==> config.mk <==
export PLATFORM = sky130hd
export DESIGN_NAME = pll_lock_irq_and_lowpower_ctrl
export DESIGN_NICKNAME = d
export VERILOG_FILES = /design/src/common/pll_ctrl_pkg.sv /design/src/rtl/base_clock_switch.sv /design/src/rtl/pll_lock_irq_and_lowpower_ctrl.sv
export VERILOG_INCLUDE_DIRS = /design/src /design/src/common
export SDC_FILE = /design/constraint.sdc
export NUM_CORES = 1
export LEC_CHECK = 0
export BUFFER_PORTS_ARGS = -buffer_cell sky130_fd_sc_hd__clkbuf_2
export CORE_MARGIN = 4
export CORE_UTILIZATION = 43
export CTS_CLUSTER_DIAMETER = 50
export CTS_CLUSTER_SIZE = 25
export DETAILED_ROUTE_END_ITERATION = 10
export HOLD_SLACK_MARGIN = 0.02
export PLACE_DENSITY = 0.78
export SETUP_SLACK_MARGIN = 0.02
export SYNTH_ARGS = -nofsm -noshare
export SYNTH_HDL_FRONTEND = slang
export SYNTH_SLANG_ARGS = --single-unit
export TNS_END_PERCENT = 50
==> constraint.sdc <==
create_clock -name clk_i -period 1.82 [get_ports clk_i]
set_input_delay 0.273 -clock clk_i [delete_from_list [all_inputs] [get_ports clk_i]]
set_output_delay 0.273 -clock clk_i [all_outputs]
set_load 0.05 [all_outputs]
==> src/common/pll_ctrl_map.svh <==
// Register offsets, field positions, reset values and counts of the loop control block
`ifndef PLL_CTRL_MAP_SVH
`define PLL_CTRL_MAP_SVH

// ============================================================
// Register byte offsets (one 32-bit word each)
`define LOOP_CTRL_OFS   5'h00
`define BW_CTRL_OFS     5'h04
`define CFG_TWO_OFS     5'h08
`define IRQ_STAT_OFS    5'h0c
`define IRQ_MASK_OFS    5'h10

// ============================================================
// Field positions
`define LC_IE_BIT       7
`define LC_FLAG_BIT     6
`define LC_PWR_BIT      5
`define LC_BCS_BIT      4
`define BW_AUTO_BIT     7
`define BW_LOCK_BIT     6
`define CFG_OSC_BIT     0
`define ST_LOCK_BIT     0
`define ST_SWITCH_BIT   1

// ============================================================
// Reset values
`define LC_PWR_RST      1'b1
`define ST_RST          2'h0
`define RD_ZERO         8'h00

// ============================================================
// Source edges counted on each side during a base clock switch
`define SWITCH_EDGES    2'h3

`endif

==> src/common/pll_ctrl_pkg.sv <==
// Types shared by the loop control block
package pll_ctrl_pkg;

	// Base clock selector states
	typedef enum logic [0:0] {
		SW_RUN  = 1'b0,
		SW_HOLD = 1'b1
	} sw_state_t;

endpackage

==> src/rtl/base_clock_switch.sv <==
// Glitch-free base clock source selector with divide by two
`include "pll_ctrl_map.svh"

module base_clock_switch (
	// Clock and reset
	input  wire logic clk_i,
	input  wire logic rst_i,
	// Source select and sampled clocks
	input  wire logic select_i,
	input  wire logic xtal_i,
	input  wire logic vco_i,
	// Divided output and status
	output logic      base_clk_o,
	output logic      busy_o,
	output logic      done_o
);

	pll_ctrl_pkg::sw_state_t state_r;
	logic       xp_r;
	logic       vp_r;
	logic       cur_r;
	logic [1:0] xcnt_r;
	logic [1:0] vcnt_r;
	logic       xe;
	logic       ve;

	assign xe     = xtal_i & ~xp_r;
	assign ve     = vco_i & ~vp_r;
	assign busy_o = (state_r == pll_ctrl_pkg::SW_HOLD);

	always_ff @(posedge clk_i) begin
		xp_r <= rst_i ? 1'b0 : xtal_i;
		vp_r <= rst_i ? 1'b0 : vco_i;
	end

	// ============================================================
	// Hold the output while both sources settle; a stopped source stalls the switch
	always_ff @(posedge clk_i) begin
		done_o <= 1'b0;
		if (rst_i) begin
			state_r <= pll_ctrl_pkg::SW_RUN;
			cur_r   <= 1'b0;
			xcnt_r  <= 2'h0;
			vcnt_r  <= 2'h0;
		end else begin
			unique case (state_r)
				pll_ctrl_pkg::SW_RUN: begin
					xcnt_r <= 2'h0;
					vcnt_r <= 2'h0;
					if (select_i != cur_r)
						state_r <= pll_ctrl_pkg::SW_HOLD;
				end
				pll_ctrl_pkg::SW_HOLD: begin
					if (xe && xcnt_r != `SWITCH_EDGES)
						xcnt_r <= xcnt_r + 2'h1;
					if (ve && vcnt_r != `SWITCH_EDGES)
						vcnt_r <= vcnt_r + 2'h1;
					if (xcnt_r == `SWITCH_EDGES && vcnt_r == `SWITCH_EDGES) begin
						cur_r   <= select_i;
						done_o  <= 1'b1;
						state_r <= pll_ctrl_pkg::SW_RUN;
					end
				end
			endcase
		end
	end

	always_ff @(posedge clk_i) begin
		if (rst_i)
			base_clk_o <= 1'b0;
		else if (!busy_o && (cur_r ? ve : xe))
			base_clk_o <= ~base_clk_o;
	end
endmodule // base_clock_switch

==> src/rtl/pll_lock_irq_and_lowpower_ctrl.sv <==
// Loop lock interrupt, low-power gating and register slave of the clock generator
//
// Chosen here: the address map and register access over Avalon-MM.
`include "pll_ctrl_map.svh"

// ============================================================
// What this block does
// - With automatic bandwidth on, every lock change raises a loop interrupt request; here a change in the first cycle after it turns on is missed
// - Loop requests reach the CPU only while loop_irq_enable is set
// - loop_irq_flag sets on every lock change whatever the enable holds
// - Automatic bandwidth off blocks loop interrupts; loop_irq_flag reads zero
// - Setting base_clock_select is accepted even while lock reads zero
// - Wait leaves the clock generator untouched; only software writes change it
// - Lock change interrupt can wake the processor from wait
// - Stop without osc_run_in_stop: oscillator, loop off; clocks, interrupt low
// - Stop with osc_run_in_stop: loop off, oscillator keeps running
// - In break with clear enable one, cleared status bits stay cleared
// - In break with clear enable zero, register access keeps loop_irq_flag
// - Lock reads zero without automatic mode, else read-only live lock state
// - loop_power_on cannot be cleared while base_clock_select is set
// - A source switch holds the base clock static for three edges each

module pll_lock_irq_and_lowpower_ctrl (
	// Clock and reset
	input  wire logic        clk_i,
	input  wire logic        rst_i,
	// Avalon-MM slave
	input  wire logic [4:0]  address_i,
	input  wire logic        read_i,
	input  wire logic        write_i,
	input  wire logic [3:0]  byteenable_i,
	input  wire logic [31:0] writedata_i,
	output logic      [31:0] readdata_o,
	output logic             waitrequest_o,
	// Analog loop and oscillator
	input  wire logic        lock_raw_i,
	input  wire logic        crystal_clock_i,
	input  wire logic        vco_clock_i,
	output logic             loop_enable_o,
	output logic             osc_enable_o,
	output logic             crystal_clock_o,
	output logic             base_clock_out_o,
	// Low power and break control
	input  wire logic        stop_i,
	input  wire logic        break_i,
	input  wire logic        break_flag_clear_enable_i,
	// Interrupts
	output logic             clockgen_irq_out_o,
	output logic             irq_o
);

	// ============================================================
	// Decode
	function automatic logic hit(input logic [4:0] addr, input logic [4:0] ofs);
		hit = (addr == ofs);
	endfunction

	logic       ack_r;
	logic       take_wr;
	logic       take_rd;
	logic [7:0] wd;
	logic       wr_ctrl;
	logic       wr_bw;
	logic       wr_cfg;
	logic       wr_stat;
	logic       wr_mask;
	logic       rd_ctrl;
	logic       protect;

	assign waitrequest_o = (read_i | write_i) & ~ack_r;
	assign take_wr       = write_i & ack_r & byteenable_i[0];
	assign take_rd       = read_i & ack_r;
	assign wd            = writedata_i[7:0];
	assign wr_ctrl       = take_wr & hit(address_i, `LOOP_CTRL_OFS);
	assign wr_bw         = take_wr & hit(address_i, `BW_CTRL_OFS);
	assign wr_cfg        = take_wr & hit(address_i, `CFG_TWO_OFS);
	assign wr_stat       = take_wr & hit(address_i, `IRQ_STAT_OFS);
	assign wr_mask       = take_wr & hit(address_i, `IRQ_MASK_OFS);
	assign rd_ctrl       = take_rd & hit(address_i, `LOOP_CTRL_OFS);
	// Break with clear enable low freezes software clears
	assign protect       = break_i & ~break_flag_clear_enable_i;

	// One wait state: read data is captured, then presented with waitrequest low
	always_ff @(posedge clk_i) begin
		if (rst_i)
			ack_r <= 1'b0;
		else
			ack_r <= (read_i | write_i) & ~ack_r;
	end

	// ============================================================
	// Control registers
	logic ie_r;
	logic pwr_r;
	logic bcs_r;
	logic auto_r;
	logic auto_d_r;
	logic lock_d_r;
	logic flag_r;
	logic osc_run_r;
	logic cfg_done_r;
	logic lock_evt;
	logic lock_seen;

	// Lock is only meaningful in automatic mode
	assign lock_seen = auto_r & lock_raw_i;
	// Change seen only once automatic mode has settled for a cycle
	assign lock_evt  = auto_r & auto_d_r & (lock_raw_i != lock_d_r);

	// Stop and wait inputs never reach these; only writes do
	always_ff @(posedge clk_i) begin
		if (rst_i) begin
			ie_r  <= 1'b0;
			pwr_r <= `LC_PWR_RST;
			bcs_r <= 1'b0;
		end else if (wr_ctrl) begin
			ie_r  <= wd[`LC_IE_BIT];
			// Lock state is not consulted here
			bcs_r <= wd[`LC_BCS_BIT] & pwr_r;
			pwr_r <= wd[`LC_PWR_BIT] | bcs_r;
		end
	end

	always_ff @(posedge clk_i) begin
		if (rst_i) begin
			auto_r   <= 1'b0;
			auto_d_r <= 1'b0;
			lock_d_r <= 1'b0;
		end else begin
			if (wr_bw)
				auto_r <= wd[`BW_AUTO_BIT];
			auto_d_r <= auto_r;
			lock_d_r <= lock_raw_i;
		end
	end

	// Set wins over clear; only a flag the reader actually saw is cleared
	always_ff @(posedge clk_i) begin
		if (rst_i)
			flag_r <= 1'b0;
		else if (lock_evt)
			flag_r <= 1'b1;
		else if (rd_ctrl && readdata_o[`LC_FLAG_BIT] && !protect)
			flag_r <= 1'b0;
	end

	// Configuration bit takes one write per reset
	always_ff @(posedge clk_i) begin
		if (rst_i) begin
			osc_run_r  <= 1'b0;
			cfg_done_r <= 1'b0;
		end else if (wr_cfg && !cfg_done_r) begin
			osc_run_r  <= wd[`CFG_OSC_BIT];
			cfg_done_r <= 1'b1;
		end
	end

	// ============================================================
	// Sticky status, mask and system interrupt
	logic [1:0] st_r;
	logic [1:0] mask_r;
	logic [1:0] st_evt;
	logic [1:0] st_clr;
	logic       sw_done;

	assign st_evt = {sw_done, lock_evt};
	assign st_clr = (wr_stat && !protect) ? wd[1:0] : 2'h0;

	always_ff @(posedge clk_i) begin
		if (rst_i)
			st_r <= `ST_RST;
		else
			st_r <= (st_r & ~st_clr) | st_evt;
	end

	always_ff @(posedge clk_i) begin
		if (rst_i)
			mask_r <= 2'h0;
		else if (wr_mask)
			mask_r <= wd[1:0];
	end

	// ============================================================
	// Read mux, captured while waitrequest is high
	logic [7:0] rd_byte;

	always_comb begin
		rd_byte = `RD_ZERO;
		if (hit(address_i, `LOOP_CTRL_OFS)) begin
			rd_byte[`LC_IE_BIT]   = ie_r;
			rd_byte[`LC_FLAG_BIT] = flag_r & auto_r;
			rd_byte[`LC_PWR_BIT]  = pwr_r;
			rd_byte[`LC_BCS_BIT]  = bcs_r;
		end else if (hit(address_i, `BW_CTRL_OFS)) begin
			rd_byte[`BW_AUTO_BIT] = auto_r;
			rd_byte[`BW_LOCK_BIT] = lock_seen;
		end else if (hit(address_i, `CFG_TWO_OFS)) begin
			rd_byte[`CFG_OSC_BIT] = osc_run_r;
		end else if (hit(address_i, `IRQ_STAT_OFS)) begin
			rd_byte[1:0] = st_r;
		end else if (hit(address_i, `IRQ_MASK_OFS)) begin
			rd_byte[1:0] = mask_r;
		end
	end

	always_ff @(posedge clk_i) begin
		if (rst_i)
			readdata_o <= 32'h0;
		else if (read_i && !ack_r)
			readdata_o <= {24'h0, rd_byte};
	end

	// ============================================================
	// Low-power gating of oscillator, loop and outputs
	logic osc_on;
	logic loop_on;
	logic sw_base;
	logic sw_busy;

	assign osc_on        = ~stop_i | osc_run_r;
	assign loop_on       = pwr_r & ~stop_i;
	assign osc_enable_o  = osc_on;
	assign loop_enable_o = loop_on;

	base_clock_switch u_switch (
		.clk_i      (clk_i),
		.rst_i      (rst_i),
		.select_i   (bcs_r),
		.xtal_i     (crystal_clock_i & osc_on),
		.vco_i      (vco_clock_i & loop_on),
		.base_clk_o (sw_base),
		.busy_o     (sw_busy),
		.done_o     (sw_done)
	);

	// Outputs go low in stop unless the oscillator is kept alive
	always_ff @(posedge clk_i) begin
		if (rst_i) begin
			crystal_clock_o  <= 1'b0;
			base_clock_out_o <= 1'b0;
		end else begin
			crystal_clock_o  <= crystal_clock_i & osc_on;
			base_clock_out_o <= sw_base & osc_on;
		end
	end

	// Not gated by wait, so a lock change can wake the core
	always_ff @(posedge clk_i) begin
		if (rst_i) begin
			clockgen_irq_out_o <= 1'b0;
			irq_o              <= 1'b0;
		end else begin
			clockgen_irq_out_o <= flag_r & ie_r & auto_r & osc_on;
			irq_o              <= |(st_r & mask_r);
		end
	end
endmodule // pll_lock_irq_and_lowpower_ctrl

## Word-level counts from Yosys, hierarchy flattened

Index checks and enable logic that the tools add are counted.

- Register bits: 33
- Bits in latches: 0
- RAM bits: 0
- ROM bits: 0
- Input bits: 51
- Word-level logic and storage cells: 116
- Memories: 0

- Add/sub/neg operators: 2
- Multipliers: 0
- Divide/modulo/power cells: 0
- $lt $le $gt $ge: 0
- Equality and inequality tests: 12
- Shift operators: 0
- Mux-type cells: 21
- Bitwise logic cells: 39
- Reduce and logical (&&, ||, !) cells: 18

Operators with widths:

| kind | count |
|---|---|
| $and A1 B1 Y1 | 25 |
| $mux W2 | 10 |
| $eq A5 B4 Y1 const B | 2 |
| $logic_and A1 B1 Y1 | 9 |
| $mux W1 | 8 |
| $ne A2 B2 Y1 const B | 4 |
| $pmux W2 S2 | 2 |
| $not A1 Y1 | 7 |
| $eq A5 B3 Y1 const B | 1 |
| $eq A5 B5 Y1 const B | 1 |
| $logic_not A5 Y1 | 1 |
| $add A2 B1 Y2 const B | 2 |
| $and A2 B2 Y2 | 2 |
| $eq A2 B2 Y1 const B | 2 |
| $logic_not A1 Y1 | 4 |
| $reduce_or A2 Y1 | 2 |
| $or A1 B1 Y1 | 3 |
| $ne A1 B1 Y1 | 2 |
| $not A2 Y2 | 1 |
| $or A2 B2 Y2 | 1 |
| $pmux W1 S2 | 1 |
| $reduce_and A2 Y1 | 1 |
| $reduce_bool A2 Y1 | 1 |

## Logic depth before layout (Yosys ltp)

Gate-level depths: netlist (run 1).

- Depth in word-level cells: 8
- Mapped depth: 5
- Gate-level depth less buffers: 5

## Hierarchy

A second synthesis (run 1) with hierarchy kept.

- Cells, all modules: 185
- Area, all modules: 1,767.9 um^2

By module, submodules not included:

| module | times used | cells an instance | area each (um^2) | seq. area each (um^2) |
|---|---|---|---|---|
| pll_lock_irq_and_lowpower_ctrl | 1 | 146 | 1,342.5 | 480.5 |
| base_clock_switch | 1 | 39 | 425.4 | 200.2 |

## Worst setup path after synthesis (run 1)

OpenSTA, ideal clock, no wires.

- Path type: input to register
- Start: input address_i[4]
- End: register st_r[1]
- Setup time: 128 ps
- Data arrival time: 1,556 ps
- Required time: 1,692 ps
- Slack: 137 ps
- Cell stages on the path: 5
- Cell sequence: or4b_1 > buf_2 > or4_1 > a21oi_1 > nor2_1

- Longest elaborated chain between the ends: 7

RTL lines:

| element | line | RTL |
|---|---|---|
| start: declaration | pll_lock_irq_and_lowpower_ctrl.sv:28 | `input wire logic [4:0] address_i,` |
| $eq A5 B4 Y1 | pll_lock_irq_and_lowpower_ctrl.sv:55 | `hit = (addr == ofs);` |
| $and A1 B1 Y1 | pll_lock_irq_and_lowpower_ctrl.sv:77 | `` assign wr_stat = take_wr & hit(address_i, `IRQ_STAT_OFS); `` |
| $logic_and A1 B1 Y1 | pll_lock_irq_and_lowpower_ctrl.sv:167 | `assign st_clr = (wr_stat && !protect) ? wd[1:0] : 2'h0;` |
| $mux W2 | pll_lock_irq_and_lowpower_ctrl.sv:167 |  |
| $not A2 Y2 | pll_lock_irq_and_lowpower_ctrl.sv:173 | `st_r <= (st_r & ~st_clr) \| st_evt;` |
| $and A2 B2 Y2 | pll_lock_irq_and_lowpower_ctrl.sv:173 |  |
| $or A2 B2 Y2 | pll_lock_irq_and_lowpower_ctrl.sv:173 |  |
| end signal: assignment | pll_lock_irq_and_lowpower_ctrl.sv:171 | `` st_r <= `ST_RST; `` |
| end signal: assignment | pll_lock_irq_and_lowpower_ctrl.sv:173 |  |
| end: declaration | pll_lock_irq_and_lowpower_ctrl.sv:160 | `logic [1:0] st_r;` |

No other way between the ends.
A chain may end at the register's enable or synchronous reset.

## Worst setup path in the final report (run 1)

- Start: register u_switch.xcnt_r[0]
- End: register u_switch.xcnt_r[1]

- Longest elaborated chain between the ends: 3
- Elaborated cells on any way between the ends: 6
- Those cells by class: add/sub (1); eq/ne (2); mux (2); reduce/logical (1)

RTL lines:

| element | line | RTL |
|---|---|---|
| start: declaration | base_clock_switch.sv:22 | `logic [1:0] xcnt_r;` |
| start signal: assignment | base_clock_switch.sv:55 | `xcnt_r <= xcnt_r + 2'h1;` |
| $add A2 B1 Y2 / $ne A2 B2 Y1 (equally long branches) | -- |  |
| $mux W2 / $logic_and A1 B1 Y1 (equally long branches) | -- |  |
| $pmux W2 S2 / $ne A2 B2 Y1 (equally long branches) | -- |  |

Several ways; a longest one is shown, not always the timed one. The select of a mux whose other input is x is not followed.

==> results of run 1 <==
layout make-up:
type | count | area [sq um]
Clock buffer | 5 | 68.8
Multi-Input combinational cell | 143 | 790
Fill cell | 358 | 1600
Timing Repair Buffer | 37 | 195
Inverter | 2 | 7.51
Tap cell | 46 | 57.6
Clock inverter | 3 | 65.1
Sequential cell | 33 | 661
kinds of logic after synthesis:
group                    synth area share
AO/OA/AOI/OAI                      0.0988
XOR/XNOR                           0.0221
AND/OR/NAND/NOR                     0.243
other                             0.00237
adder cells (fa/ha/maj)            0.0158
buffers and inverters               0.143
flip-flops                          0.417
multiplexers                       0.0577
synth_stat cells (2+ instances only):
master and n:
o31ai_1 2, nand3_1 8, a21oi_1 12, nor2_1 26
nor4b_1 2, dfxtp_1 33, clkbuf_1 4, buf_4 26
inv_1 2, nand2b_1 2, mux2i_1 8, xor2_1 2
and3_1 6, ha_1 2, o21ai_0 5, nor2b_1 8
nand2_1 10, xnor2_1 2, nor3_1 7
registers in the layout, summed over array words and instances (netlist names), 2 cells and up:
register,flops
readdata_o,6
mask_r,2
st_r,2
u_switch.vcnt_r,2
u_switch.xcnt_r,2
power by group through the flow:
stage | Sequential (mW) | Combinational [mW] | Clock, mW
2_1_floorplan | 0.772 | 0.232 | 0
4_1_cts | 0.740 | 0.261 | 0.833
3_5_place_dp | 0.757 | 0.260 | 0
5_1_grt | 0.741 | 0.280 | 0.872
3_3_place_gp | 0.756 | 0.259 | 0
6_report | 0.740 | 0.262 | 0.822
per-layer routing:
metal	GRT usage	wire length (um)	vias up
met5	0	0	-
met1	0.163	1360	575
li1	-	-	667
met3	0.0600	322	8
met4	0.0695	59	0
met2	0.255	1570	49
worst paths after layout:
path                         to  slack, ps  cells after the start
max reg2reg  u_switch.xcnt_r[1]        260                      4
max          u_switch.xcnt_r[1]        260                      4
min reg2reg             st_r[1]        450                      2
min                   mask_r[1]        230                      3
metrics by stage:
step | total power [mW] | utilization
floorplan | 1.00 | -
global placement | 1.01 | 0.497
detailed placement | 1.02 | 0.497
CTS | 1.83 | 0.536
global route | 1.89 | 0.536
finish | 1.82 | 0.536
critical path, stage by stage, from the launching register on:
cell,delay (ps)
dfxtp_1,320
ha_1,240
nor4b_1,570
mux2i_1,260
nor2_1,60
==> summary.md, run 1 <==
| Metric | Value |
|---|---|
| Hold path start | `writedata_i[1]` |
| Final-stage net count | `275` |
| Initial core utilization | `0.460` |
| Design area | `about 1800 sq um` |
| Routed Antenna Nets | `0` |
| Least-Margin Pin Slew | `605 ps` |
| Die Y-Extent | `68.7 um` |
| Core Area | `3440 sq um` |
| Reg2reg start | `u_switch.xcnt_r[0]` |
| Count of port buffers added during placement | `33` |
| Drt wl/cell | `between 10 and 15 um` |
| Placed Area | `1710 sq um` |
| First-pass GRT wire length | `5090 um` |
| Clock sinks | `33` |
| Worst setup SP type | `flop` |
| Hold Path Class | `in2reg` |
| TritonCTS buffer count | `5` |
| Setup CP Type | `reg2reg` |
| Clock transition at the registers of the reported paths | `70 ps` |
| Seq cells post-synth | `33` |
| Most frequent cells in the layout | `33 x dfxtp_1, 33 x clkbuf_2, 26 x nor2_1, 26 x conb_1, 12 x a21oi_1` |
| Clock buffer depth | `2` |
| Hold Buf Count CTS | `0` |
| WL final | `3310 um` |
| Vias per inst | `4.83` |
| Critical path capture point type | `flop` |
| Initial antenna violation count | `0` |
| Clk_lat worst skew | `290 ps` |
| TritonRoute pass-1 iters | `4` |
| CTS tree | `built` |
| Post-Place Worst Slack | `between 60 and 70 ps` |
| Row count | `21` |
| Pin count of the biggest net entering global routing | `25` |
| Gpl congestion | `~0.79` |
| Skew final | `9.87 ps` |
| Initial DRC count | `95` |
| Max_cap viols | `0` |
| Yosys warns | `0` |
| # DRC | `0` |
| Worst vdd ir | `0.691 mV` |
| Combinational power share | `0.144` |
| Power Internal | `approximately 1.3 mW` |
| Status | `finished, final reports clean` |
| Switching power total | `between 0.4 and 0.5 mW` |
| Antenna cell count | `0` |
| Syn Area/Cell | `8.56 sq um` |
| Max frequency | `roughly 640 MHz` |
| Ys flop type | `dfxtp_1` |
| Endpoints failing setup | `0` |
| Leakage | `just over 0.8 nW` |
| Asr flop ratio synth | `0` |
| Layout Area Growth over Synthesis | `16.5%` |
| Overflow after GRT | `0` |
| Fin Setup TNS | `0 ps` |
| Req. time, crit path | `2000 ps` |
| Final Non-Filler Cells | `269` |
| Tot GR Track Use | `0.150` |
| Via Count | `1299` |
| Post-Syn Instances | `approximately 190` |
| Slew headroom | `0.591` |
| Synth area leader | `dfxtp_1` |
| Die area | `4720 sq um` |
| Hold Slack | `231 ps` |
| Unrepaired setup endpoints after global routing | `no` |
| Netlist cell types | `37` |
| Post-synth EDFFs | `0` |
| Part of the power in registers | `0.406` |
| Io pins | `90` |
| Final setup margin | `256 ps` |
| Crit path time final | `1560 ps` |
| Dpl cells | `261` |
| Largest cells by area after synthesis | `dfxtp_1 42%, buf_4 12%, nor2_1 6.2%` |
| Post-synthesis cell area | `between 1500 and 2000 sq um` |
| Slew Viols, Final | `0` |
| Power per cell area | `989 nW/um^2` |
| Fin. Hold Viols | `0` |
| Period utilisation layout | `0.859` |
| # H-tree levels | `2` |
| Setup Buffers After CTS | `0` |
| Sequential fraction of the synthesis area | `0.417` |
| CTS root buf | `clkbuf_8` |
| Share of the synthesized area in the top cell type | `0.417` |
| CP Max Fanout | `3` |
| Clk pwr share | `0.451` |
| Switching share of power | `0.272` |
| Crit path launch | `u_switch.xcnt_r[0]` |
| Share of cells above drive strength 1 | `0.206` |
| Resize count post-CTS | `0` |
| Die W | `68.7 um` |
| WP data arrival | `1740 ps` |
| Vias in the first global route | `1181` |
| Post-DP HPWL | `2520 um` |
Power figures use the tool's default switching activity.
==> inputs of run 2 (changes only) <==
- BUFFER_PORTS_ARGS: -buffer_cell sky130_fd_sc_hd__clkbuf_2 -> unset
- CORE_UTILIZATION: 43 -> 55
- DONT_BUFFER_PORTS: unset -> 1
- PLACE_DENSITY: 0.78 -> 0.7
==> run 2 against run 1 <==
Net effect: combinational power decreased by 16%; critical path depth unchanged; count of clock-buffer cells in the layout up 2; clock skew is 5.5 ps higher; first-iteration DRC count fell by 51%; non-clock buffer count shrank 29; worst setup slack better by 25 ps; largest cell class unchanged; largest power group is now sequential cells.
==> summary.md, run 2 (synthesis results as in run 1) <==
| Metric | Value |
|---|---|
| Status | `finished, final reports clean` |
| Met1 wire length | `1220 um (-10%)` |
| Design area | `1640 sq um (-11%)` |
| Req. time, crit path | `2020 ps (+20 ps)` |
| Hold Path Class | `in2reg` |
| Post-DP HPWL | `2410 um (-4.3%)` |
| Leakage | `0.681 nW (-18%)` |
| Metal2 WL | `1590 um (+1.6%)` |
| Clock transition at the registers of the reported paths | `110 ps (+40 ps)` |
| Least-Margin Pin Slew | `659 ps (+53.1 ps)` |
| Switching share of power | `0.290 (+0.0173)` |
| Initial antenna violation count | `0 (unchanged)` |
| # DRC | `0 (unchanged)` |
| Final setup margin | `281 ps (+25.1 ps)` |
| Endpoints failing setup | `0 (unchanged)` |
| Biggest register | `readdata_o` |
| CP Max Fanout | `7 (+4)` |
| Period utilisation layout | `0.845 (-0.0138)` |
| Overflow after GRT | `0 (unchanged)` |
| Max frequency | `650 MHz (+1.6%)` |
| Fin. Hold Viols | `0 (unchanged)` |
| Fin Setup TNS | `0 ps (unchanged)` |
| DR WL met3 | `316 um (-1.9%)` |
| Placed Area | `1550 sq um (-9.4%)` |
| Initial DRC count | `47 (-51%)` |
| Crit path time final | `1540 ps (-25.1 ps)` |
| Part of the power in registers | `0.485 (+0.079)` |
| Top Layer Used | `met4` |
| Setup Buffers After CTS | `0 (unchanged)` |
| Clock buffer depth | `2 (unchanged)` |
| Initial core utilization | `0.574 (+0.114)` |
| Clk_lat worst skew | `340 ps (+50 ps)` |
| Final Non-Filler Cells | `225 (-16%)` |
| Area of the multi-input gates | `790 sq um (unchanged)` |
| Unrepaired setup endpoints after global routing | `no` |
| TritonCTS buffer count | `5 (unchanged)` |
| # H-tree levels | `2 (unchanged)` |
| First-pass GRT wire length | `5000 um (-1.9%)` |
| CTS root buf | `clkbuf_4` |
| Worst setup SP type | `flop` |
| Post-layout util | `0.596 (+0.0604)` |
| Die W | `61.6 um (-10%)` |
| Slew Viols, Final | `0 (unchanged)` |
| Worst vdd ir | `1.14 mV (+65%)` |
| WL final | `3170 um (-4.1%)` |
| Io pins | `90 (unchanged)` |
| Filler cell count | `284 (-21%)` |
| Tot GR Track Use | `0.182 (+0.0317)` |
| CTS tree | `built` |
| Gpl congestion | `0.807 (+2.6%)` |
| Antenna cell count | `0 (unchanged)` |
| Dpl cells | `216 (-17%)` |
| Most frequent cells in the layout | `33 x dfxtp_1, 26 x nor2_1, 26 x conb_1, 12 x a21oi_1, 10 x nand2_1` |
| Power per cell area | `940 nW/um^2 (-5.0%)` |
| Max reg flops | `6 (unchanged)` |
| Core Area | `2760 sq um (-20%)` |
| Pin count of the biggest net entering global routing | `20 (-20%)` |
| Share of cells above drive strength 1 | `0.0773 (-0.129)` |
| Switching power total | `0.447 mW (-9.9%)` |
| Routed Antenna Nets | `0 (unchanged)` |
| Resize count post-CTS | `0 (unchanged)` |
| Post-Place Worst Slack | `200 ps (+137 ps)` |
| Slew headroom | `0.560 (-0.0312)` |
| Clk pwr share | `0.374 (-0.077)` |
| Skew final | `15.3 ps (+5.48 ps)` |
| Clock sinks | `33 (unchanged)` |
| Row count | `19 (-9.5%)` |
| Critical path capture point type | `flop` |
| Final-stage net count | `246 (-11%)` |
| Most common cell after layout, fill and taps aside | `dfxtp_1` |
| Power Internal | `1.10 mW (-17%)` |
| Combinational power share | `0.142 (-0.002)` |
| Vias per inst | `5.52 (+14%)` |
| Layout Area Growth over Synthesis | `3.87%` |
| Max_cap viols | `0 (unchanged)` |
| Seq. cell area | `661 sq um (unchanged)` |
| Die area | `3800 sq um (-19%)` |
| Via Count | `1243 (-4.3%)` |
| Vias in the first global route | `1186 (+0.42%)` |
| Tot Pwr | `1.55 mW (-15%)` |
| Hold Slack | `58.1 ps (-173 ps)` |
| TritonRoute pass-1 iters | `5 (+1)` |
| Drt wl/cell | `14.1 um (+15%)` |
| WP data arrival | `1740 ps (about the same)` |
| Die Y-Extent | `61.6 um (-10%)` |
| Count of port buffers added during placement | `0 (-100%)` |
| Setup CP Type | `reg2reg` |
==> run 2: final cells by class <==
| cell class | count | share of cell area |
|---|---|---|
| clock buffer | 7 | 0.0335 |
| timing repair buffer | 8 | 0.0381 |
| tap | 31 | 0.0236 |
| multi-input combinational | 143 | 0.480 |
| inverter | 2 | 0.00457 |
| sequential | 33 | 0.402 |
| clock inverter | 1 | 0.0183 |
==> run 2: per-layer routing <==
metal / track usage / up-vias
met5: 0 / -
met4: 0.0818 / 0
met3: 0.0901 / 5
met2: 0.317 / 49
met1: 0.181 / 588
li1: - / 601
==> run 2: power groups by stage <==
| stage | sequential, mW | clock (mW) | combinational (mW) |
|---|---|---|---|
| finish | 0.749 | 0.577 | 0.219 |
| global route | 0.751 | 0.628 | 0.231 |
| CTS | 0.749 | 0.584 | 0.218 |
| detailed placement | 0.766 | 0 | 0.209 |
| global placement | 0.765 | 0 | 0.208 |
| floorplan | 0.772 | 0 | 0.232 |
==> run 2: final timing paths <==
check	start	depth (start not counted)	slack (ps)	to
setup / recovery	ack_r	4	280	st_r[1]
hold / removal	lock_raw_i	1	60	lock_d_r
setup reg to reg	ack_r	4	280	st_r[1]
hold reg to reg	u_switch.done_o	2	450	st_r[1]
==> run 2: critical path: stages (launching register included) <==
cell,delay [ps]
dfxtp_1,420
nand3_1,210
or4_1,580
a21oi_1,160
nor2_1,50
==> run 2: repair_timing <==
action / CTS / global route
hold buffers: 1 / 0
hold endpoints to repair: 19 / 0
endpoints found under the setup margin: 0 / 0
